<file path="config.mk">
export PLATFORM = sky130hd
export DESIGN_NAME = bank_tracker
export DESIGN_NICKNAME = d
export VERILOG_FILES = /design/src/hw/bank_pkg.sv /design/src/hw/bank_if.sv /design/src/hw/bank_engine.sv /design/src/hw/bank_tracker.sv
export VERILOG_INCLUDE_DIRS = /design/src /design/src/hw
export SDC_FILE = /design/constraint.sdc
export NUM_CORES = 1
export LEC_CHECK = 0
export ABC_AREA = 1
export BUFFER_PORTS_ARGS = -buffer_cell sky130_fd_sc_hd__buf_2
export CAP_MARGIN = 20
export CORE_ASPECT_RATIO = 0.6
export CORE_MARGIN = 2
export CORE_UTILIZATION = 40
export DETAILED_ROUTE_END_ITERATION = 10
export GPL_TIMING_DRIVEN = 1
export SYNTH_ARGS = -nofsm -noshare
export SYNTH_HDL_FRONTEND = slang
export SYNTH_HIERARCHICAL = 1
export SYNTH_SLANG_ARGS = --single-unit
</file>
<file path="constraint.sdc">
create_clock -name sys_clk -period 6.7 [get_ports sys_clk]
set_input_delay 1.005 -clock sys_clk [delete_from_list [all_inputs] [get_ports sys_clk]]
set_output_delay 1.005 -clock sys_clk [all_outputs]
set_load 0.05 [all_outputs]
</file>
<file path="src/hw/bank_defines.svh">
`ifndef BANK_DEFINES_SVH
`define BANK_DEFINES_SVH
// ==================================================
// command codes on {cs_n, ras_n, cas_n, we_n}
`define CMD_NOP 4'h7
`define CMD_ACT 4'h3
`define CMD_RD 4'h5
`define CMD_WR 4'h4
`define CMD_PRE 4'h2
`define CMD_BST 4'h6
`define CMD_REF 4'h1
`define CMD_LMR 4'h0
// address bit that selects auto precharge / all banks
`define AP_BIT 10
// default interval counts in cycles (50 MHz)
`define TRP_CYC 8'h02
`define TRCD_CYC 8'h02
`define TRC_CYC 8'h04
`define TMRD_CYC 8'h01
`define TWR_CYC 8'h01
`define BURST_CYC 8'h02
`define RDPRE_CYC 8'h02
`define CNT_ONE 8'h01
`define CNT_ZERO 8'h00
`endif

</file>
<file path="src/hw/bank_pkg.sv">
package bank_pkg;
  // per-bank state
  typedef enum logic [3:0] {
    BK_IDLE, BK_ACTIVATING, BK_ACTIVE, BK_READ, BK_WRITE,
    BK_READ_AP, BK_WRITE_AP, BK_PRECHARGING, BK_REFRESH, BK_MODE
  } bank_state_t;
  // decoded command
  typedef enum logic [3:0] {
    C_DESEL, C_NOP, C_ACT, C_RD, C_WR, C_PRE, C_BST, C_REF, C_LMR
  } cmd_t;
endpackage

</file>
<file path="src/hw/bank_if.sv">
`include "bank_defines.svh"
// ==================================================
// carrier between the command tracker and each bank engine
interface bank_if;
  import bank_pkg::*;
  cmd_t cmd;
  logic hit;
  logic ap;
  logic ok;
  bank_state_t state;
  logic [7:0] trp;
  logic [7:0] trcd;
  logic [7:0] trc;
  logic [7:0] tmrd;
  logic [7:0] twr;
  logic [7:0] burst;
  logic [7:0] rdpre;
  modport ctl (output cmd, hit, ap, ok, trp, trcd, trc, tmrd, twr, burst, rdpre, input state);
  modport bank (input cmd, hit, ap, ok, trp, trcd, trc, tmrd, twr, burst, rdpre, output state);
endinterface

</file>
<file path="src/hw/bank_engine.sv">
`include "bank_defines.svh"
// ==================================================
// one bank: state register and interval down-counter
module bank_engine (
  input wire logic sys_clk,
  input wire logic srst,
  bank_if.bank bi
);
  import bank_pkg::*;
  bank_state_t state_r;
  logic [7:0] cnt_r;
  logic in_pre_r; // access period over, precharge period running
  assign bi.state = state_r;

  // ==================================================
  // state transitions
  always_ff @(posedge sys_clk) begin
    if (srst) begin
      state_r <= BK_IDLE;
      cnt_r <= `CNT_ZERO;
      in_pre_r <= 1'b0;
    end else if (bi.ok && bi.cmd == C_REF) begin
      state_r <= BK_REFRESH;
      cnt_r <= bi.trc;
    end else if (bi.ok && bi.cmd == C_LMR) begin
      state_r <= BK_MODE;
      cnt_r <= bi.tmrd;
    end else if (bi.ok && bi.hit && bi.cmd == C_PRE &&
                 state_r inside {BK_ACTIVE, BK_READ, BK_WRITE}) begin
      state_r <= BK_PRECHARGING;
      cnt_r <= bi.trp;
    end else if (bi.ok && bi.hit && bi.cmd == C_ACT && state_r == BK_IDLE) begin
      state_r <= BK_ACTIVATING;
      cnt_r <= bi.trcd;
    end else if (bi.ok && bi.hit && ((bi.cmd == C_RD && state_r inside {BK_ACTIVE, BK_READ, BK_WRITE}) ||
                 (bi.cmd == C_WR && state_r inside {BK_ACTIVE, BK_WRITE}))) begin
      if (bi.ap) begin
        state_r <= (bi.cmd == C_RD) ? BK_READ_AP : BK_WRITE_AP;
        cnt_r <= (bi.cmd == C_RD) ? bi.rdpre : 8'(bi.burst + bi.twr);
      end else begin
        state_r <= (bi.cmd == C_RD) ? BK_READ : BK_WRITE;
        cnt_r <= bi.burst;
      end
      in_pre_r <= 1'b0;
    end else if (bi.ok && bi.hit && bi.cmd == C_BST && state_r == BK_READ) begin
      state_r <= BK_ACTIVE;
    end else if (cnt_r > `CNT_ONE) begin
      cnt_r <= 8'(cnt_r - `CNT_ONE);
    end else begin
      // interval expired
      case (state_r)
        BK_PRECHARGING, BK_REFRESH, BK_MODE: state_r <= BK_IDLE;
        BK_ACTIVATING, BK_READ, BK_WRITE: state_r <= BK_ACTIVE;
        BK_READ_AP, BK_WRITE_AP: begin
          if (in_pre_r) begin
            state_r <= BK_IDLE;
            in_pre_r <= 1'b0;
          end else begin
            in_pre_r <= 1'b1;
            cnt_r <= bi.trp;
          end
        end
        default: state_r <= state_r;
      endcase
    end
  end

  // ==================================================
  // checks
  idle_after_pre_a: assert property (@(posedge sys_clk) disable iff (srst)
    (bi.ok && bi.hit && bi.cmd == C_PRE && state_r == BK_ACTIVE && bi.trp == `TRP_CYC)
    |=> (state_r == BK_PRECHARGING)[*2] ##1 state_r == BK_IDLE)
    else $error("precharge did not end in idle");
  activate_opens_a: assert property (@(posedge sys_clk) disable iff (srst)
    (bi.ok && bi.hit && bi.cmd == C_ACT && state_r == BK_IDLE && bi.trcd == `TRCD_CYC)
    |=> state_r == BK_ACTIVATING ##2 state_r == BK_ACTIVE)
    else $error("activate did not reach row active");
  refresh_ends_a: assert property (@(posedge sys_clk) disable iff (srst)
    (bi.ok && bi.cmd == C_REF && bi.trc == `TRC_CYC) |=> ##4 state_r == BK_IDLE)
    else $error("refresh not ended after row cycle");
  mode_ends_a: assert property (@(posedge sys_clk) disable iff (srst)
    (bi.ok && bi.cmd == C_LMR && bi.tmrd == `TMRD_CYC) |=> state_r == BK_MODE ##1 state_r == BK_IDLE)
    else $error("mode access not ended");
  burst_stop_a: assert property (@(posedge sys_clk) disable iff (srst)
    (bi.ok && bi.hit && bi.cmd == C_BST && state_r == BK_READ) |=> state_r == BK_ACTIVE)
    else $error("burst terminate ignored");
  nop_holds_a: assert property (@(posedge sys_clk) disable iff (srst)
    ((bi.cmd == C_NOP || bi.cmd == C_DESEL) && state_r == BK_ACTIVE) |=> state_r == BK_ACTIVE)
    else $error("nop changed an active bank");
  pre_truncates_a: assert property (@(posedge sys_clk) disable iff (srst)
    (bi.ok && bi.hit && bi.cmd == C_PRE && state_r inside {BK_READ, BK_WRITE}) |=> state_r == BK_PRECHARGING)
    else $error("precharge did not truncate burst");
  ap_split_a: assert property (@(posedge sys_clk) disable iff (srst)
    (state_r == BK_READ_AP && !in_pre_r && cnt_r == `CNT_ONE &&
     !(bi.ok && (bi.hit || bi.cmd == C_REF || bi.cmd == C_LMR))) |=> in_pre_r)
    else $error("auto precharge period not started");
  cov_ap_c: cover property (@(posedge sys_clk) state_r == BK_WRITE_AP ##[1:20] state_r == BK_IDLE);
  cov_bst_c: cover property (@(posedge sys_clk) state_r == BK_READ ##1 state_r == BK_ACTIVE);
  cov_ref_c: cover property (@(posedge sys_clk) state_r == BK_REFRESH);
endmodule // bank_engine

</file>
<file path="src/hw/bank_tracker.sv">
// Overview of operation
// - PRECHARGE truncates non-AP burst, starts precharging
// - BURST TERMINATE ends most recent read burst
// - rules apply only with clock enable high
// - idle after tRP, active after tRCD
// - AUTO REFRESH idles banks after tRC
// - LOAD MODE idles banks after tMRD
// - accept legal commands to other banks
// - auto precharge allows other-bank commands
// - auto precharge splits access and precharge
// - DESELECT and NOP continue previous operation
// - decode ACTIVE, open row
// - decode READ and WRITE, optional AP
// - A10 chooses one or all banks
`include "bank_defines.svh"
module bank_tracker #(
  parameter int NUM_BANKS = 4,
  parameter logic [7:0] TRP = `TRP_CYC,
  parameter logic [7:0] TRCD = `TRCD_CYC,
  parameter logic [7:0] TRC = `TRC_CYC,
  parameter logic [7:0] TMRD = `TMRD_CYC,
  parameter logic [7:0] TWR = `TWR_CYC,
  parameter logic [7:0] BURST = `BURST_CYC,
  parameter logic [7:0] RDPRE = `RDPRE_CYC
) (
  input wire logic sys_clk,
  input wire logic srst,
  input wire logic cke,
  input wire logic cs_n,
  input wire logic ras_n,
  input wire logic cas_n,
  input wire logic we_n,
  input wire logic [1:0] bank_addr,
  input wire logic [12:0] addr,
  output logic [NUM_BANKS*4-1:0] bank_state,
  output logic all_idle,
  output logic cmd_illegal
);
  import bank_pkg::*;

  initial begin
    if (NUM_BANKS != 4) $error("four banks only");
    if (TRP == 8'h00 || TRCD == 8'h00 || TRC == 8'h00 || TMRD == 8'h00 || BURST == 8'h00)
      $error("interval counts must be nonzero");
  end

  // ==================================================
  // command decode
  function automatic cmd_t decode(input logic cs, input logic ra, input logic ca, input logic we);
    if (cs) return C_DESEL;
    case ({cs, ra, ca, we})
      `CMD_NOP: return C_NOP;
      `CMD_ACT: return C_ACT;
      `CMD_RD: return C_RD;
      `CMD_WR: return C_WR;
      `CMD_PRE: return C_PRE;
      `CMD_BST: return C_BST;
      `CMD_REF: return C_REF;
      `CMD_LMR: return C_LMR;
      default: return C_NOP;
    endcase
  endfunction

  cmd_t cmd;
  logic cke_prev_r;
  logic ok;
  logic [1:0] last_rd_bank_r;
  logic [NUM_BANKS-1:0] busy;
  logic [NUM_BANKS-1:0] idle_v;
  bank_state_t st [NUM_BANKS];
  logic illegal_nxt;

  assign cmd = decode(cs_n, ras_n, cas_n, we_n);

  // previous clock enable level
  always_ff @(posedge sys_clk) begin
    if (srst) cke_prev_r <= 1'b0;
    else cke_prev_r <= cke;
  end
  assign ok = cke_prev_r && cke;

  // bank of the most recent read, for burst terminate
  always_ff @(posedge sys_clk) begin
    if (srst) last_rd_bank_r <= 2'h0;
    else if (ok && cmd == C_RD) last_rd_bank_r <= bank_addr;
  end

  // ==================================================
  // bank engines
  genvar g;
  generate
    for (g = 0; g < NUM_BANKS; g++) begin : g_bank
      bank_if bi ();
      assign bi.cmd = cmd;
      assign bi.ok = ok;
      assign bi.ap = addr[`AP_BIT];
      // all-bank precharge ignores bank address; each bank judges itself
      assign bi.hit = (cmd == C_BST) ? (last_rd_bank_r == 2'(g)) :
                      (cmd == C_PRE && addr[`AP_BIT]) ? 1'b1 : (bank_addr == 2'(g));
      assign bi.trp = TRP;
      assign bi.trcd = TRCD;
      assign bi.trc = TRC;
      assign bi.tmrd = TMRD;
      assign bi.twr = TWR;
      assign bi.burst = BURST;
      assign bi.rdpre = RDPRE;
      assign st[g] = bi.state;
      assign idle_v[g] = (bi.state == BK_IDLE);
      assign busy[g] = bi.state inside {BK_ACTIVATING, BK_PRECHARGING, BK_READ_AP, BK_WRITE_AP};
      bank_engine u_bank (
        .sys_clk(sys_clk),
        .srst(srst),
        .bi(bi)
      );
    end
  endgenerate

  // registered state out, one process drives the whole vector
  always_ff @(posedge sys_clk) begin
    if (srst) begin
      bank_state <= {(NUM_BANKS*4){1'b0}};
    end else begin
      for (int k = 0; k < NUM_BANKS; k++) begin
        bank_state[k*4 +: 4] <= 4'(st[k]);
      end
    end
  end

  // ==================================================
  // flag commands the controller should not have sent
  always_comb begin
    illegal_nxt = 1'b0;
    if (ok) begin
      case (cmd)
        C_REF, C_LMR: illegal_nxt = (idle_v != {NUM_BANKS{1'b1}});
        C_ACT: illegal_nxt = (st[bank_addr] != BK_IDLE);
        C_RD: illegal_nxt = !(st[bank_addr] inside {BK_ACTIVE, BK_READ, BK_WRITE});
        C_WR: illegal_nxt = !(st[bank_addr] inside {BK_ACTIVE, BK_WRITE});
        C_PRE: illegal_nxt = addr[`AP_BIT] ? (busy != {NUM_BANKS{1'b0}}) : busy[bank_addr];
        C_BST: illegal_nxt = (st[last_rd_bank_r] != BK_READ);
        default: illegal_nxt = 1'b0;
      endcase
      if (st[0] inside {BK_REFRESH, BK_MODE} && !(cmd inside {C_NOP, C_DESEL}))
        illegal_nxt = 1'b1;
    end
  end

  // status outputs
  always_ff @(posedge sys_clk) begin
    if (srst) begin
      cmd_illegal <= 1'b0;
      all_idle <= 1'b1;
    end else begin
      cmd_illegal <= illegal_nxt;
      all_idle <= (idle_v == {NUM_BANKS{1'b1}});
    end
  end

  // ==================================================
  // checks
  cke_gate_a: assert property (@(posedge sys_clk) disable iff (srst)
    (!ok && cmd == C_ACT && st[bank_addr] == BK_IDLE) |=> st[$past(bank_addr)] != BK_ACTIVATING)
    else $error("command acted with clock enable low");
  other_bank_a: assert property (@(posedge sys_clk) disable iff (srst)
    (ok && cmd == C_ACT && bank_addr == 2'h1 && st[1] == BK_IDLE && st[0] == BK_READ_AP)
    |=> st[1] == BK_ACTIVATING && !cmd_illegal)
    else $error("other bank activate refused");
  cov_ill_c: cover property (@(posedge sys_clk) cmd_illegal);
  cov_all_c: cover property (@(posedge sys_clk) ok && cmd == C_PRE && addr[`AP_BIT]);
endmodule // bank_tracker

</file>
==> flow_metrics.py <==
metrics = {
    "status": {
        "status": "finished, final reports clean",
    },
    "synth": {
        "yosys_warnings": 6,
        "synth_edf_count": 0,
        "synth_area_mm2": 0.009627,
        "ys_seq_area_share_pct": 15.18,
        "synth.avg_cell_area_um2": 5.607,
        "yosys.area.top_type": "nand2_1",
        "synth_area_leaders": "nand2_1 (22%), dfxtp_1 (15%), inv_1 (7.9%)",
        "ys_types": 50,
        "synth_top_area_share_pct": 22.34,
        "synthFlopType": "dfxtp_1",
        "ys_ff_latch": 73,
        "syn_inst": 1717,
        "async_flop_share_pct": 0,
    },
    "min_path": {
        "whs_path_depth": 2,
        "hold_path.class": "reg2reg",
        "worstHoldStart": "g_bank[1].u_bank/cnt_r[1]$_SDFFE_PP0P_",
    },
    "clock_tree": {
        "hold_buffers": 0,
        "tritoncts.num_buffers": 9,
        "cts_root_buf": "clkbuf_16",
        "clock_path_buffers": 2,
        "cts_setup_buffers": 0,
        "clk_pin_slew_ns": 0.06,
        "clk_latency_ns": 0.36,
        "cts_tree": "built",
        "clock_sinks": 73,
        "ctsResizeCount": 0,
        "h-tree-depth": 3,
    },
    "final_layout": {
        "area_growth_pct": 17.47,
        "drive_above_1_share_pct": 10.22,
        "final_core_util_pct": 48.43,
        "fin_nets": 2077,
        "num-fill-cells": 2574,
        "diodes": 0,
    },
    "worst_setup_path": {
        "ff2ff_path_depth": 16,
        "cp-end-kind": "register",
        "crit_required_ns": 6.99,
        "crit_start": "we_n",
        "slowest_delay_ns": 0.36,
        "arrival_ns": 4.20,
        "cp_max_fo": 15,
        "critPathLaunchType": "primary input",
        "path_cells": "buf_2 > inv_1 > ha_1 > inv_1 > nand2_1 > nand2_1 > inv_2 > nor2_1 > nand3_1 > a31oi_1 > nand2_1 > nor4_2 > nand2_4 > inv_4 > nor2_4 > inv_4 > nor3_4 > nand3_4 > inv_4 > nor2_1 > nand2_1 > a21oi_2",
        "worstSetupPathType": "in2reg",
        "rr_startpoint": "last_rd_bank_r[0]$_SDFFE_PP0P_",
        "crit_path_frequent_cell": "nand2_1",
        "slowest_stage": "nor4_2",
    },
    "floorplanning": {
        "die_w_um": 204.3,
        "core-area_mm2": 0.02335,
        "die_h_um": 124.2,
        "fp.dieArea_mm2": 0.02536,
        "boundaryPins": 40,
        "row_count": 43,
        "initial_core_util_pct": 41.23,
    },
    "drt": {
        "vias": 10520,
        "remaining_drc_errors": 0,
        "postRouteAntennaNets": 0,
        "firstDrtPassIters": 5,
        "routed_wl_um": 27490,
        "via_per_inst": 4.517,
        "first_iter_violations": 783,
        "wire_per_inst_um": 11.80,
    },
    "sta": {
        "tightest_slew_ns": 0.6463,
        "setup_viol": 0,
        "slew_headroom_pct": 56.91,
        "slew_viol_final": 0,
        "fin_crit_ns": 3.917,
        "fin_crit_sh_pct": 58.47,
        "clock.fmax_mhz": 255.3,
        "rsz0062_at_grt": "false",
        "skew_ns": 0.006937,
        "final_hold_viol_count": 0,
        "tns_ns": 0,
    },
    "pwr": {
        "p_leak_nw": 6.158,
        "power_density_mw_per_mm2": 256.5,
        "irDropWorstVdd_v": 0.0002083,
    },
    "grt": {
        "grt_antenna_before_repair": 0,
        "grt-ovfl-total": 0,
        "grt_pass1_wl_um": 45840,
        "gr-usage-all-layers_pct": 22.72,
        "grt_max_degree": 48,
        "first_global_vias": 9117,
    },
    "placement": {
        "place_congestion": 0.9618,
        "portBuffers": 27,
        "place_hpwl_um": 22230,
    },
    "run": {
        "max-cap-violations": 0,
    },
}
[per-stage QoR]
stage,power [mW],hold WS [ns],worst slack [ns],instances,instance area [um2]
after CTS,2.880,0.4908,2.840,2330,11310
after global routing,3.208,0.5094,2.469,2330,11310
after global placement,2.385,0.4821,2.511,2314,11040
after floorplan,2.050,0.4504,3.260,2003,10700
after detailed placement,2.401,0.4805,2.477,2314,11040
final,2.901,0.4896,2.783,2330,11310
[layer usage]
| layer | up-vias | global-route usage (%) | routed length, um |
|---|---|---|---|
| li1 | 5768 | - | - |
| met5 | - | 0 | 0 |
| met2 | 206 | 30.70 | 9918 |
| met3 | 10 | 4.788 | 1660 |
| met1 | 4540 | 36.25 | 15770 |
| met4 | 0 | 3.306 | 136 |
[cell usage after synthesis, drive strengths merged, types with 4 or more instances]
library cell and count:
a211oi 9, a21oi 114, a31oi 9, buf 25
clkbuf 8, dfxtp 73, fa 4, ha 41
inv 239, nand2 607, nand3 102, nand3b 7
nand4 15, nor2 222, nor3 29, nor4 7
o211ai 6, o21a 5, o21ai 126, o21bai 5
or2 16, xnor2 22, xor2 9
[final timing paths]
path                                       endpoint  slack (ns)
min reg2reg  g_bank[1].u_bank/cnt_r[1]$_SDFFE_PP0P_        0.49
max          g_bank[1].u_bank/cnt_r[5]$_SDFFE_PP0P_        2.78
min          g_bank[1].u_bank/cnt_r[1]$_SDFFE_PP0P_        0.49
max reg2reg  g_bank[1].u_bank/cnt_r[5]$_SDFFE_PP0P_        4.04
[cells by family after synthesis]
group / count (synthesis) / share of synthesized area (%)
simple gates: 1014 / 47.26
flops: 73 / 15.18
buf+inv: 273 / 11.79
fa+ha+maj: 45 / 6.161
xor+xnor: 31 / 2.820
compound gates: 279 / 16.71
other cells: 2 / 0.07801
[layout make-up]
cell class,instances,area (um2),share of cell area [%]
clock inverter,6,42.54,0.3762
clock buffer,10,229.0,2.025
tap,315,394.1,3.485
multi-input combinational,1657,8104,71.66
inverter,240,927.1,8.199
timing repair buffer,29,150.1,1.328
sequential,73,1461,12.92
[power by group]
part	leakage, nW	internal, mW	switching [mW]	total (mW)
clock network	0.129	0.251	0.210	0.462
registers	0.596	0.511	0.0949	0.606
logic	5.43	0.663	1.17	1.83
total	6.16	1.43	1.48	2.90
[registers in the layout (all words and copies together) (netlist names)]
name,flops
bank_state,16
g_bank.u_bank/cnt_r,32
g_bank.u_bank/in_pre_r,4
g_bank.u_bank/bi.state,16
last_rd_bank_r,2
all_idle,1
cke_prev_r,1
cmd_illegal,1
[worst max-delay path: cells and delay by family]
| family | cells | cell delay [ns] |
|---|---|---|
| simple gates | 12 | 1.67 |
| buf+inv | 7 | 0.84 |
| compound gates | 2 | 0.34 |
| fa+ha+maj | 1 | 0.33 |
[cell usage in the layout (no fill, tap or decap), types with 15 or more instances in the layout]
cell type  netlist  final
nand2_2         29     29
xnor2_1         22     22
ha_1            41     41
o21ai_0        112    112
conb_1           2    288
inv_1          203    203
nand2_1        573    573
inv_2           26     26
nand4_1         15     15
buf_2           16     27
dfxtp_1         73     73
nand3_1         89     89
nor2_1         202    202
a21oi_1         83     83
a21oi_2         30     30
nor3_1          19     19
Power figures use the tool's default switching activity.
